==> src/include/mcd_defs.svh <==
// Purpose: constants of the 14-bit instruction decoder and executer
// Assumes: byte addresses on a 32-bit APB, 20 MHz mclk_i
// Notes: definitions only
// How it works
// - 00 prefix: op code, destination, file address
// - 01 prefix: bit clear, set, test-skips
// - 11 prefix: literal operations on low byte
// - 10 prefix: call or jump, two cycles
// - fixed control words under 00 0000
// - destination bit picks work or file
// - move file sets zero, self-move tests zero
// - load literal leaves flags untouched
// - rotate left through carry, carry only
// - rotate right through carry, carry only
// - return with literal loads work, pops stack
// - subroutine return pops stack, two cycles
// - interrupt return pops, sets interrupt enable
// - standby clears watchdog, sets timeout, stops
// - port self-modify reads the pins
// - timer-zero write clears its prescaler when PSA is 0
// - pc change or true skip costs two
// - arithmetic sets c, dc, z; logic, clear, inc, dec, move file z
// - watchdog clear: one cycle, sets flags
// - move work to file, no flags
`ifndef MCD_DEFS_SVH
`define MCD_DEFS_SVH

// register offsets (byte addresses)
`define MCD_OFS_CTRL 8'h00
`define MCD_OFS_STATUS 8'h04
`define MCD_OFS_PC 8'h08
`define MCD_OFS_WDT 8'h0c

// control register fields and reset value
`define MCD_CTRL_RUN 0
`define MCD_CTRL_PSA 1
`define MCD_CTRL_WAKE 2
`define MCD_CTRL_GIE_CLR 3
`define MCD_CTRL_RESET 2'h0

// status register fields
`define MCD_ST_C 8
`define MCD_ST_DC 9
`define MCD_ST_Z 10
`define MCD_ST_TO 11
`define MCD_ST_PD 12
`define MCD_ST_GIE 13
`define MCD_ST_STANDBY 14
`define MCD_ST_RUNNING 15

// instruction classes (top two bits)
`define MCD_CLS_BYTE 2'h0
`define MCD_CLS_BIT 2'h1
`define MCD_CLS_BRANCH 2'h2
`define MCD_CLS_LIT 2'h3

// byte-oriented op codes
`define MCD_OP_CTL 4'h0
`define MCD_OP_CLR 4'h1
`define MCD_OP_SUB 4'h2
`define MCD_OP_DEC 4'h3
`define MCD_OP_IOR 4'h4
`define MCD_OP_AND 4'h5
`define MCD_OP_XOR 4'h6
`define MCD_OP_ADD 4'h7
`define MCD_OP_MOV 4'h8
`define MCD_OP_COM 4'h9
`define MCD_OP_INC 4'ha
`define MCD_OP_DECSZ 4'hb
`define MCD_OP_RRC 4'hc
`define MCD_OP_RLC 4'hd
`define MCD_OP_SWAP 4'he
`define MCD_OP_INCSZ 4'hf

// control low bytes under 00 0000
`define MCD_CW_STANDBY 8'h63
`define MCD_CW_RETURN 8'h08
`define MCD_CW_IRET 8'h09
`define MCD_CW_WDTCLR 8'h64

// special file addresses, reset values
`define MCD_TIMER_ZERO_COUNT_ADDR 7'h01
`define MCD_PORT_BASE 7'h05
`define MCD_PC_RESET 13'h0000
`define MCD_NOP_WORD 14'h0000

// timing
`define MCD_CLK_NS 50
`define MCD_TCY_NS 200
`define MCD_CLKS_PER_TCY (`MCD_TCY_NS / `MCD_CLK_NS)

`endif

==> src/include/mcd_pkg.sv <==
// Purpose: types of the instruction decoder
// Assumes: nothing
// Notes: constants live in mcd_defs.svh
package mcd_pkg;
  typedef enum logic [1:0] {
    MCD_HALT,
    MCD_RUN,
    MCD_STANDBY
  } mcd_state_e;
endpackage : mcd_pkg

==> src/hw/mcd_core.sv <==
// Purpose: decode and execute 14-bit instruction words, APB control
// Assumes: program memory and file space answer combinationally to registered addresses
// Notes: one instruction cycle is four mclk_i cycles
`timescale 1ns/100ps
`include "mcd_defs.svh"

module mcd_core
  import mcd_pkg::*;
#(
  parameter int STACK_DEPTH = 8,
  parameter int PORT_COUNT = 5
) (
  input wire logic mclk_i,
  input wire logic reset_n_i,
  input wire logic [7:0] paddr_i,
  input wire logic psel_i,
  input wire logic penable_i,
  input wire logic pwrite_i,
  input wire logic [31:0] pwdata_i,
  output logic [31:0] prdata_o,
  output logic pready_o,
  output logic pslverr_o,
  output logic [12:0] pm_addr_o,
  input wire logic [13:0] pm_data_i,
  output logic [6:0] file_addr_o,
  input wire logic [7:0] file_rdata_i,
  output logic [7:0] file_wdata_o,
  output logic file_we_o,
  input wire logic [PORT_COUNT*8-1:0] port_pins_i,
  output logic timer_zero_count_presc_clr_o,
  output logic osc_stop_o,
  output logic global_interrupt_enable_o
);

  localparam int SPW = $clog2(STACK_DEPTH);
  localparam int TCY = `MCD_CLKS_PER_TCY;

  // refuse parameter values the logic cannot serve
  if (STACK_DEPTH < 2 || (STACK_DEPTH & (STACK_DEPTH - 1)) != 0) begin : g_bad_depth
    $error("STACK_DEPTH must be a power of two, at least 2");
  end
  if (PORT_COUNT < 1 || PORT_COUNT > 8) begin : g_bad_ports
    $error("PORT_COUNT must be 1 to 8");
  end
  if (TCY != 4) begin : g_bad_tcy
    $error("instruction cycle must be four clocks");
  end

  // state
  mcd_state_e state_q;
  logic [1:0] ph_q;
  logic [12:0] pc_q;
  logic [13:0] instr_q;
  logic [7:0] opnd_q, w_q;
  logic c_q, dc_q, z_q, to_q, pd_q, gie_q, flush_q;
  logic [12:0] stack_q [STACK_DEPTH];
  logic [SPW-1:0] sp_q;
  logic [7:0] wdt_q, wdt_presc_q;
  logic run_q, psa_q;
  logic [PORT_COUNT*8-1:0] pin_meta_q, pin_sync_q;
  logic [31:0] prdata_q;
  logic pready_q, pslverr_q, file_we_q, timer_zero_count_clr_q, stop_q;
  logic [6:0] file_addr_q;
  logic [7:0] file_wdata_q;

  // instruction fields
  wire [1:0] cls = instr_q[13:12];
  wire [3:0] op = instr_q[11:8];
  wire dest = instr_q[7];
  wire [6:0] faddr = instr_q[6:0];
  wire [7:0] lit = instr_q[7:0];
  wire [2:0] bitn = instr_q[9:7];
  wire [7:0] bmask = 8'h01 << bitn;

  // phase ticks
  wire tick_fetch = (state_q == MCD_RUN) && (ph_q == 2'h1);
  wire tick_read = (state_q == MCD_RUN) && (ph_q == 2'h2);
  wire tick_exec = (state_q == MCD_RUN) && (ph_q == 2'h3);

  // port addresses take the synchronised pin levels
  wire [6:0] port_off = faddr - `MCD_PORT_BASE;
  wire is_port = (faddr >= `MCD_PORT_BASE) && (port_off < 7'(PORT_COUNT));
  wire [2:0] port_idx = port_off[2:0];
  wire [7:0] pin_byte = pin_sync_q[port_idx*8 +: 8];
  wire [7:0] src_byte = is_port ? pin_byte : file_rdata_i;

  // APB decode
  wire apb_setup = psel_i & ~penable_i;
  wire apb_done = psel_i & penable_i & pready_q;
  wire wr_ctrl = apb_done & pwrite_i & (paddr_i == `MCD_OFS_CTRL);
  wire hit = (paddr_i == `MCD_OFS_CTRL) || (paddr_i == `MCD_OFS_STATUS)
          || (paddr_i == `MCD_OFS_PC) || (paddr_i == `MCD_OFS_WDT);
  wire wake_req = wr_ctrl & pwdata_i[`MCD_CTRL_WAKE];
  wire gie_clr = wr_ctrl & pwdata_i[`MCD_CTRL_GIE_CLR];
  wire [31:0] status_word = {16'h0000, state_q == MCD_RUN, state_q == MCD_STANDBY, gie_q,
                             pd_q, to_q, z_q, dc_q, c_q, w_q};
  wire [31:0] rd_mux =
      (paddr_i == `MCD_OFS_CTRL) ? {30'h0, psa_q, run_q} :
      (paddr_i == `MCD_OFS_STATUS) ? status_word :
      (paddr_i == `MCD_OFS_PC) ? {16'h0, 3'(sp_q), pc_q} :
      (paddr_i == `MCD_OFS_WDT) ? {16'h0, wdt_presc_q, wdt_q} : 32'h0;

  // execute: results of the current word
  logic [7:0] res, ea, eb;
  logic wr_w, wr_f, upd_z, upd_cdc, upd_c, c_new, dc_new, skip;
  logic do_call, do_jump, do_pop, set_gie, go_standby, wdt_clr, sub_sel;
  logic [8:0] sum9;
  logic [4:0] sum5;

  always_comb begin
    res = 8'h00;
    wr_w = 1'b0;
    wr_f = 1'b0;
    upd_z = 1'b0;
    upd_cdc = 1'b0;
    upd_c = 1'b0;
    c_new = c_q;
    dc_new = dc_q;
    skip = 1'b0;
    do_call = 1'b0;
    do_jump = 1'b0;
    do_pop = 1'b0;
    set_gie = 1'b0;
    go_standby = 1'b0;
    wdt_clr = 1'b0;
    // adder operands: file or literal first, work second
    ea = (cls == `MCD_CLS_LIT) ? lit : opnd_q;
    sub_sel = (cls == `MCD_CLS_LIT) ? (op[3:1] == 3'b110) : (op == `MCD_OP_SUB);
    eb = sub_sel ? ~w_q : w_q;
    sum9 = {1'b0, ea} + {1'b0, eb} + {8'h00, sub_sel};
    sum5 = {1'b0, ea[3:0]} + {1'b0, eb[3:0]} + {4'h0, sub_sel};
    case (cls)
      `MCD_CLS_BYTE: begin
        wr_w = ~dest;
        wr_f = dest;
        upd_z = 1'b1;
        case (op)
          `MCD_OP_CTL: begin
            wr_w = 1'b0;
            wr_f = 1'b0;
            upd_z = 1'b0;
            if (dest) begin
              res = w_q;
              wr_f = 1'b1;
            end else if (lit == `MCD_CW_STANDBY) begin
              go_standby = 1'b1;
              wdt_clr = 1'b1;
            end else if (lit == `MCD_CW_RETURN) begin
              do_pop = 1'b1;
            end else if (lit == `MCD_CW_IRET) begin
              do_pop = 1'b1;
              set_gie = 1'b1;
            end else if (lit == `MCD_CW_WDTCLR) begin
              wdt_clr = 1'b1;
            end
            // 0xx0 0000 and every other pattern do nothing
          end
          `MCD_OP_CLR: res = 8'h00;
          `MCD_OP_SUB, `MCD_OP_ADD: begin
            res = sum9[7:0];
            upd_cdc = 1'b1;
            c_new = sum9[8];
            dc_new = sum5[4];
          end
          `MCD_OP_DEC: res = opnd_q - 8'h01;
          `MCD_OP_IOR: res = opnd_q | w_q;
          `MCD_OP_AND: res = opnd_q & w_q;
          `MCD_OP_XOR: res = opnd_q ^ w_q;
          `MCD_OP_MOV: res = opnd_q;
          `MCD_OP_COM: res = ~opnd_q;
          `MCD_OP_INC: res = opnd_q + 8'h01;
          `MCD_OP_DECSZ, `MCD_OP_INCSZ: begin
            res = (op == `MCD_OP_DECSZ) ? opnd_q - 8'h01 : opnd_q + 8'h01;
            upd_z = 1'b0;
            skip = (res == 8'h00);
          end
          `MCD_OP_RRC: begin
            res = {c_q, opnd_q[7:1]};
            upd_z = 1'b0;
            upd_c = 1'b1;
            c_new = opnd_q[0];
          end
          `MCD_OP_RLC: begin
            res = {opnd_q[6:0], c_q};
            upd_z = 1'b0;
            upd_c = 1'b1;
            c_new = opnd_q[7];
          end
          `MCD_OP_SWAP: begin
            res = {opnd_q[3:0], opnd_q[7:4]};
            upd_z = 1'b0;
          end
          default: upd_z = 1'b0;
        endcase
      end
      `MCD_CLS_BIT: begin
        case (op[3:2])
          2'b00: begin
            res = opnd_q & ~bmask;
            wr_f = 1'b1;
          end
          2'b01: begin
            res = opnd_q | bmask;
            wr_f = 1'b1;
          end
          2'b10: skip = ((opnd_q & bmask) == 8'h00);
          default: skip = ((opnd_q & bmask) != 8'h00);
        endcase
      end
      `MCD_CLS_BRANCH: begin
        do_call = ~instr_q[11];
        do_jump = instr_q[11];
      end
      default: begin
        wr_w = 1'b1;
        upd_z = 1'b1;
        casez (op)
          4'b00??: begin
            res = lit;
            upd_z = 1'b0;
          end
          4'b01??: begin
            res = lit;
            upd_z = 1'b0;
            do_pop = 1'b1;
          end
          4'b1000: res = lit | w_q;
          4'b1001: res = lit & w_q;
          4'b1010: res = lit ^ w_q;
          4'b110?, 4'b111?: begin
            res = sum9[7:0];
            upd_cdc = 1'b1;
            c_new = sum9[8];
            dc_new = sum5[4];
          end
          default: begin
            wr_w = 1'b0;
            upd_z = 1'b0;
          end
        endcase
      end
    endcase
  end

  // program counter sequencing
  wire [12:0] pc_inc = pc_q + 13'h0001;
  wire [SPW-1:0] sp_top = sp_q - SPW'(1);
  wire [12:0] pc_next = (do_call | do_jump) ? {pc_q[12:11], instr_q[10:0]} :
                        do_pop ? stack_q[sp_top] : skip ? pc_q + 13'h0002 : pc_inc;
  wire pc_jumps = do_call | do_jump | do_pop;
  wire wdt_presc_wrap = (wdt_presc_q == 8'hff);
  wire wdt_step = ~psa_q | wdt_presc_wrap;
  wire wdt_tick = (ph_q == 2'h3) || (state_q == MCD_STANDBY);
  wire wdt_over = wdt_tick & wdt_step & (wdt_q == 8'hff);
  wire exec_now = tick_exec & ~flush_q;

  // pin synchroniser
  always_ff @(posedge mclk_i) begin
    pin_meta_q <= port_pins_i;
    pin_sync_q <= pin_meta_q;
  end

  // APB slave: answer in the first access cycle
  always_ff @(posedge mclk_i) begin
    if (!reset_n_i) begin
      pready_q <= 1'b0;
      prdata_q <= 32'h0;
      pslverr_q <= 1'b0;
      run_q <= 1'b0;
      psa_q <= 1'b0;
    end else begin
      pready_q <= apb_setup;
      if (apb_setup) begin
        prdata_q <= (hit && !pwrite_i) ? rd_mux : 32'h0;
        pslverr_q <= ~hit;
      end
      if (wr_ctrl) begin
        run_q <= pwdata_i[`MCD_CTRL_RUN];
        psa_q <= pwdata_i[`MCD_CTRL_PSA];
      end
    end
  end

  // sequencer state and phase, stop flag follows the standby state
  always_ff @(posedge mclk_i) begin
    if (!reset_n_i) begin
      state_q <= MCD_HALT;
      ph_q <= 2'h0;
      stop_q <= 1'b0;
    end else begin
      case (state_q)
        MCD_HALT: begin
          ph_q <= 2'h0;
          stop_q <= 1'b0;
          if (run_q) state_q <= MCD_RUN;
        end
        MCD_RUN: begin
          ph_q <= ph_q + 2'h1;
          stop_q <= exec_now & go_standby;
          if (exec_now && go_standby) state_q <= MCD_STANDBY;
          else if (ph_q == 2'h3 && !run_q) state_q <= MCD_HALT;
        end
        MCD_STANDBY: begin
          ph_q <= 2'h0;
          stop_q <= ~(wake_req | wdt_over);
          if (wake_req || wdt_over) state_q <= MCD_RUN;
        end
        default: state_q <= MCD_HALT;
      endcase
    end
  end

  // fetch, operand capture, commit
  always_ff @(posedge mclk_i) begin
    if (!reset_n_i) begin
      pc_q <= `MCD_PC_RESET;
      instr_q <= `MCD_NOP_WORD;
      opnd_q <= 8'h00;
      w_q <= 8'h00;
      c_q <= 1'b0;
      dc_q <= 1'b0;
      z_q <= 1'b0;
      flush_q <= 1'b0;
      sp_q <= '0;
    end else begin
      if (tick_fetch) instr_q <= flush_q ? `MCD_NOP_WORD : pm_data_i;
      if (tick_read) opnd_q <= src_byte;
      if (tick_exec) begin
        flush_q <= exec_now & (skip | pc_jumps);
        if (exec_now) begin
          pc_q <= pc_next;
          if (wr_w) w_q <= res;
          if (upd_z) z_q <= (res == 8'h00);
          if (upd_cdc) begin
            c_q <= c_new;
            dc_q <= dc_new;
          end
          if (upd_c) c_q <= c_new;
          if (do_call) sp_q <= sp_q + SPW'(1);
          if (do_pop) sp_q <= sp_top;
        end
      end
    end
  end

  // return stack, circular
  always_ff @(posedge mclk_i) begin
    if (exec_now && do_call) stack_q[sp_q] <= pc_inc;
  end

  // file write port and timer-zero prescaler clear
  always_ff @(posedge mclk_i) begin
    if (!reset_n_i) begin
      file_addr_q <= 7'h00;
      file_wdata_q <= 8'h00;
      file_we_q <= 1'b0;
      timer_zero_count_clr_q <= 1'b0;
    end else begin
      file_we_q <= exec_now & wr_f;
      timer_zero_count_clr_q <= exec_now & wr_f & (faddr == `MCD_TIMER_ZERO_COUNT_ADDR) & ~psa_q;
      if (tick_fetch) file_addr_q <= pm_data_i[6:0];
      if (exec_now) file_wdata_q <= res;
    end
  end

  // watchdog, power flags, interrupt enable
  always_ff @(posedge mclk_i) begin
    if (!reset_n_i) begin
      wdt_q <= 8'h00;
      wdt_presc_q <= 8'h00;
      to_q <= 1'b1;
      pd_q <= 1'b1;
      gie_q <= 1'b0;
    end else begin
      if (exec_now && wdt_clr) begin
        wdt_q <= 8'h00;
        wdt_presc_q <= 8'h00;
        to_q <= 1'b1;
        pd_q <= ~go_standby;
      end else if (wdt_tick && state_q != MCD_HALT) begin
        if (psa_q) wdt_presc_q <= wdt_presc_q + 8'h01;
        if (wdt_step) wdt_q <= wdt_q + 8'h01;
        if (wdt_over) to_q <= 1'b0;
      end
      if (exec_now && set_gie) gie_q <= 1'b1;
      else if (gie_clr) gie_q <= 1'b0;
    end
  end

  // outputs straight from flip-flops
  assign prdata_o = prdata_q;
  assign pready_o = pready_q;
  assign pslverr_o = pslverr_q;
  assign pm_addr_o = pc_q;
  assign file_addr_o = file_addr_q;
  assign file_wdata_o = file_wdata_q;
  assign file_we_o = file_we_q;
  assign timer_zero_count_presc_clr_o = timer_zero_count_clr_q;
  assign osc_stop_o = stop_q;
  assign global_interrupt_enable_o = gie_q;

endmodule : mcd_core

==> config.mk <==
export PLATFORM = sky130hd
export DESIGN_NAME = mcd_core
export DESIGN_NICKNAME = d
export VERILOG_FILES = /design/src/include/mcd_pkg.sv /design/src/hw/mcd_core.sv
export VERILOG_INCLUDE_DIRS = /design/src /design/src/include
export SDC_FILE = /design/constraint.sdc
export NUM_CORES = 1
export LEC_CHECK = 0
export BUFFER_PORTS_ARGS = -buffer_cell sky130_fd_sc_hd__buf_2
export CAP_MARGIN = 20
export CELL_PAD_IN_SITES_DETAIL_PLACEMENT = 0
export CELL_PAD_IN_SITES_GLOBAL_PLACEMENT = 2
export CORE_ASPECT_RATIO = 1.4
export CORE_UTILIZATION = 34
export DETAILED_ROUTE_END_ITERATION = 8
export GPL_TIMING_DRIVEN = 0
export PLACE_DENSITY_LB_ADDON = 0.1
export SLEW_MARGIN = 0
export SYNTH_ARGS = -nofsm -noshare
export SYNTH_HDL_FRONTEND = slang
export SYNTH_SLANG_ARGS = --single-unit
==> constraint.sdc <==
create_clock -name mclk_i -period 4 [get_ports mclk_i]
set_clock_uncertainty 0.2 [all_clocks]
set_input_delay 0.2 -clock mclk_i [delete_from_list [all_inputs] [get_ports mclk_i]]
set_output_delay 0.2 -clock mclk_i [all_outputs]
set_load 0.05 [all_outputs]
==> results of run 1 <==
==> power by group <==
group / switching [mW] / internal (mW)
Clock: 1.24 / 1.75
Sequential: 0.0147 / 3.13
Combinational: 0.138 / 0.104
==> per-stage QoR <==
step / setup WS, ns / setup TNS, ns / instances / utilization, % / cell area, um^2
after floorplan: 0.0425 / 0 / 1572 / - / 15200
after global placement: -1.05 / -64.24 / 2256 / 37.6 / 16600
after detailed placement: -0.981 / -16.33 / 2263 / 37.8 / 16700
after CTS: 0.0114 / 0 / 2395 / 42.3 / 18600
after global routing: -0.00984 / -0.0284 / 2401 / 42.6 / 18800
final: 0.114 / 0 / 2401 / 42.6 / 18800
==> critical path, stage by stage (launching register included) <==
cell	delay, ns
dfxtp_1	0.79
inv_1	0.44
ha_1	0.41
o2111a_1	0.32
a32oi_4	0.55
clkbuf_1	0.50
o211a_1	0.23
nor2_1	0.05
a311oi_1	0.28
==> cells by family (layout without fill, tap and decap cells) <==
group / Yosys count / count (layout)
other: 1 / 17
buffers and inverters: 182 / 452
DFF: 295 / 295
adders and majority gates: 66 / 66
xor gates and xnor gates: 54 / 54
AOI/OAI and AO/OA: 374 / 374
muxes: 92 / 92
and+or+nand+nor: 493 / 493
==> synthesized netlist by cell type (all sizes together), types with 8 or more instances <==
master / number
and2: 8
nand2: 151
a211oi: 20
ha: 64
nand3: 35
nand3b: 20
nor3: 25
a31oi: 14
and3: 18
inv: 47
a21oi: 120
o21ai: 72
mux2: 9
dfxtp: 191
or3: 9
o311ai: 9
nor2: 145
nand4: 17
buf: 50
edfxtp: 104
a22oi: 23
mux2i: 52
xnor2: 32
nand2b: 17
clkbuf: 82
a221oi: 9
nor4: 8
a21o: 12
xor2: 22
o22ai: 9
a311oi: 8
o211ai: 16
mux4: 31
nor2b: 15
==> what timing repair did <==
item,4_1_cts,5_1_grt
setup buffers,5,7
endpoints found under the setup margin,38,30
resized for setup,38,32
hold buffers,74,0
endpoints found under the hold margin,78,0
pin swaps,5,15
==> per-layer routing <==
layer / track usage, % / up-vias / share of wire, %
met2: 48.2 / 421 / 52
li1: - / 6163 / -
met3: 2.24 / 129 / 4.1
met1: 29.6 / 6440 / 39
met5: 0 / - / 0
met4: 12.7 / 0 / 4.8
==> state kept, by name (all words and copies together) (netlist names), 2 cells and up <==
name and count:
state_q 2, ph_q 2, pin_meta_q 40, w_q 8
file_wdata_o 8, file_addr_o 7, pin_sync_q 40, stack_q 104
instr_q 14, wdt_presc_q 8, sp_q 3, wdt_q 8
pm_addr_o 13, opnd_q 8, prdata_o 16
==> cells in the final DEF, fill, tap and decap left out, types with 8 or more instances in the layout <==
cell type,instances
o22ai_1,9
nor2_1,139
a22oi_1,23
conb_1,16
dlygate4sd3_1,74
ha_1,61
clkbuf_16,32
buf_1,8
nand3_1,34
a21o_1,12
xor2_1,20
mux4_2,31
nand3b_1,20
a21oi_1,118
nor2b_1,15
edfxtp_1,104
buf_4,33
clkbuf_2,13
xnor2_1,30
mux2i_1,51
o311ai_0,9
o21ai_0,68
buf_2,144
o211ai_1,16
a31oi_1,13
or3_1,9
a211oi_1,19
mux2_2,9
clkbuf_1,63
and3_1,18
dfxtp_1,185
nand2_1,151
and2_1,8
inv_1,46
nand2b_1,17
nand4_1,17
nor3_1,23
a311oi_1,8
==> path summary, 6_finish.rpt <==
path	cells past startpoint	endpoint	start
max	8	pm_addr_o[4]	instr_q[1]
min	2	pin_meta_q[33]	port_pins_i[33]
max reg2reg	8	pm_addr_o[4]	instr_q[1]
min reg2reg	0	pin_sync_q[8]	pin_meta_q[8]
==> area by class of cell <==
cell class | instances | share of cell area, %
Tap cell | 558 | 3.72
Inverter | 50 | 1.00
Clock inverter | 18 | 1.11
Clock buffer | 37 | 4.63
Multi-Input combinational cell | 1095 | 40.9
Antenna cell | 1 | 0.0133
Sequential cell | 295 | 37.0
Timing Repair Buffer | 219 | 8.25
Buffer | 128 | 3.34
==> results.toml, run 1 <==
[drt]
post_drt_wl_per_cell_um = 24.6
routed_wl_um = 59200
dr.first_iter.drc_count = 813
dr.pass1.iters = 5
ant_nets = 0
drc_errors = 0
via_per_inst = 5.48
vias = 13200

[sta]
setup_viol = 0
max_slew_margin_pct = 24.4
rsz0062_at_grt = "yes"
worst_pin_slew_ns = 1.12
finalCritPeriodShare_pct = 97.2
period_needed_ns = 3.89
holdWs_ns = 0.0348
maxSlewViolCount = 0
hold_viol = 0
fmax_ghz = 0.257

[clock_network]
cts_max_level = 1
clock-root-buffer = "clkbuf_16"
cts_max_path_buffers = 3
cts_buffers = 30
clk_latency_ns = 0.60
cts.sinks = 295
clkTransAtPathRegs_ns = 0.06
cts_tree = "built"

[hold_path]
hold_path.class = "in -> reg"

[logic_synthesis]
synth.distinct_cells = 78
yosys.area.top_type_share_pct = 25.2
synth_edf_count = 104
async_reset_ff_share_pct = 0
yosysTopAreaCell = "dfxtp_1"
synth_area_per_cell_um2 = 9.73
syn_inst = 1557
synth_compound_area_share_pct = 16.1
yosysSeqAreaShare_pct = 45.8
synth_seq_cells = 295
synthesis.area_um2 = 15200
yosys_most_used_dff = "dfxtp_1"
synthAdderAreaFrac_pct = 5.48
synth-xor-area-share_pct = 3.12
synth_area_leaders = "dfxtp_1, edfxtp_1, ha_1"
synth-simple-area-share_pct = 15.5
synth_top_family_by_area = "compound AO/OA/AOI/OAI gates"
synthMuxAreaShare_pct = 8.71
synth_warnings = 0

[floorplanning]
die_area_um2 = 45400
num_io_pins = 173
start_util_pct = 34.4
die-width_um = 180
core-area_um2 = 44100
die_h_um = 252
rows = 91

[global_routing]
grt-ovfl-total = 0
grt_max_degree = 18
groute.usage.overall_pct = 25.9
grt_pass1_wl_um = 87200
antenna_found_initial = 1
grt_pass1_vias = 13200

[worst_setup_path]
path_class = "reg -> reg"
cp.arrival_ns = 4.17
start_kind = "flop"
cp-end-kind = "flop"
reg2reg_slack_ns = 0.11
critical_path_required_ns = 4.29
cp_max_fo = 10

[layout]
nets = 1991
n_fill_cell = 4394
multi_input_area_um2 = 7680
seq_area_um2 = 6960
area_delta_synth_final_pct = 23.9
drive_gt1_share_pct = 18.3

[pwr]
power_mw = 6.38
power.density_nw_per_um2 = 340
cellLeakagePower_nw = 7.13
max-vdd-ir-drop_mv = 0.344

[placement]
io_buffers = 126
gp_congestion = 0.972
hpwl_um = 44800

[run_status]
status = "complete, no violations"

[job]
maxCapViolCount = 0
(Power assumes the default switching activity.)
==> run 2, diff against run 1 <==
==> constraint.sdc (replaced) <==
create_clock -name mclk_i -period 4 [get_ports mclk_i]
set_clock_uncertainty 0.2 [all_clocks]
set_input_delay 0.4 -clock mclk_i [delete_from_list [all_inputs] [get_ports mclk_i]]
set_output_delay 0.4 -clock mclk_i [all_outputs]
set_load 0.05 [all_outputs]
==> run 2 against run 1 <==
Non-clock buffer count decreased by 6. Power barely moved. Wire length is 0.20% lower. Cell count down 0.25%. Final area down 0.32%. Count of clock-buffer cells in the layout did not move. Sequential power about the same. Sequential share of layout area increased by 0.12 points. Die area unchanged. First-iteration DRC count grew 19%. Register-to-register slack about the same. Critical path type unchanged. Largest power group unchanged. Highest routed layer unchanged.
==> results.toml, run 2 (synthesis results as in run 1) <==
[sta]
period_needed_ns = 3.89
finalCritPeriodShare_pct = 97.3
setup_viol = 0
rsz0062_at_grt = "yes"
maxSlewViolCount = 0
hold_viol = 0
max_slew_margin_pct = 25.6
fmax_ghz = 0.257
worst_pin_slew_ns = 1.10

[global_routing]
antenna_found_initial = 1
met2_usage_pct = 48.1
grt_max_degree = 18
grt_pass1_vias = 13200
groute.usage.overall_pct = 25.9
grt.met3_usage_pct = 2.24
grt-ovfl-total = 0
busiest_layer = "met2"
grt_pass1_wl_um = 87100
grt_use_met1_pct = 29.6

[floorplanning]
core-area_um2 = 44100
die_area_um2 = 45400
die_h_um = 252
rows = 91
num_io_pins = 173
start_util_pct = 34.4
die-width_um = 180

[drt]
post_drt_wl_per_cell_um = 24.7
dr.pass1.iters = 5
routed_wl_um = 59100
vias = 13100
dr.first_iter.drc_count = 971
drc_errors = 0
via_per_inst = 5.47
ant_nets = 0

[layout]
top_register = "stack_q"
area_delta_synth_final_pct = 23.5
reg_top3 = "stack_q x104, pin_meta_q x40, pin_sync_q x40"
drive_gt1_share_pct = 18.4
nets = 1985
final_common_cell = "dfxtp_1"
largest_register_ffs = 104
design_area_um2 = 18700
layoutNonFillerInstCount = 2395
most-common-layout-cells = "dfxtp_1, nand2_1, buf_2"

[job]
maxCapViolCount = 0

[worst_setup_path]
slowest_delay_ns = 0.41
path_cells = "clkbuf_4 -> inv_1 -> ha_2 -> nand2b_1 -> or4_1 -> o2111ai_1 -> a2111oi_2 -> a31oi_2 -> buf_2 -> mux2_2 -> o21ai_0 -> a21oi_1"
cp-end-kind = "flop"
cp_max_fo = 10
critical_path_required_ns = 4.23
cp.arrival_ns = 4.12
path_class = "reg -> reg"
start_kind = "flop"
slowest_stage = "dfxtp_2"

[clock_network]
cts_max_path_buffers = 3
clk_latency_ns = 0.60
clkTransAtPathRegs_ns = 0.07
clock-root-buffer = "clkbuf_16"
cts_max_level = 1
cts.sinks = 295
cts_tree = "built"
cts_buffers = 30

[placement]
dpl_cell_area_um2 = 16700
io_buffers = 126
hpwl_um = 44800
placed_cells = 2263
gp_congestion = 0.972

[pwr]
cellLeakagePower_nw = 7.12
power_mw = 6.38
power.density_nw_per_um2 = 341
max-vdd-ir-drop_mv = 0.346

[hold_path]
hold_path.class = "in -> reg"

[run_status]
status = "complete, no violations"
run 2: area by class of cell:
cell class,count,area [um^2]
Antenna cell,1,2.50
Buffer,128,627
Clock buffer,37,870
Clock inverter,18,209
Fill cell,4402,25300
Inverter,50,188
Multi-Input combinational cell,1095,7680
Sequential cell,295,6960
Tap cell,558,698
Timing Repair Buffer,213,1490
run 2: per-layer routing:
metal | up-vias | wire (um)
met3 | 134 | 2220
met1 | 6427 | 23100
met5 | - | 0
met4 | 0 | 2850
li1 | 6142 | -
met2 | 409 | 30900
run 2: worst max-delay path, delay by kind of cell, from the launching register on:
family	cells	cell delay, ns
AO/OA/AOI/OAI	5	0.99
AND/OR/NAND/NOR	2	0.53
flip-flops	1	0.41
multiplexers	1	0.35
adder cells (fa/ha/maj)	1	0.36
buffers and inverters	3	0.86
run 2: final timing paths:
kind / startpoint / end / slack (ns) / depth (start not counted)
setup / recovery: opnd_q[0] / pm_addr_o[10] / 0.11 / 12
hold / removal: psel_i / prdata_o[1] / 0.10 / 4
setup reg to reg: opnd_q[0] / pm_addr_o[10] / 0.11 / 12
hold reg to reg: pin_meta_q[8] / pin_sync_q[8] / 0.12 / 0
run 2: where the power goes:
group / leakage [nW] / switching [mW] / total [mW] / internal, mW
clock network: 0.511 / 1.24 / 2.99 / 1.75
registers: 2.51 / 0.0146 / 3.15 / 3.13
logic: 4.09 / 0.137 / 0.239 / 0.102
total: 7.12 / 1.39 / 6.38 / 4.98
run 2: timing repair:
action	4_1_cts	5_1_grt
pin swaps	5	15
buffers inserted	5	7
gates resized for setup	38	32
hold buffers	68	0
endpoints found under the hold margin	75	0
setup endpoints to repair	38	30
run 2: metrics by stage:
stage	utilization [%]	hold WS (ns)	setup slack [ns]	setup TNS, ns
5_1_grt	42.5	0.104	-0.00984	-0.0284
3_3_place_gp	37.6	0.112	-1.05	-64.24
3_5_place_dp	37.8	0.112	-0.981	-16.33
4_1_cts	42.2	0.0839	0.0114	0
6_report	42.5	0.104	0.106	0
2_1_floorplan	-	0.110	0.0425	0
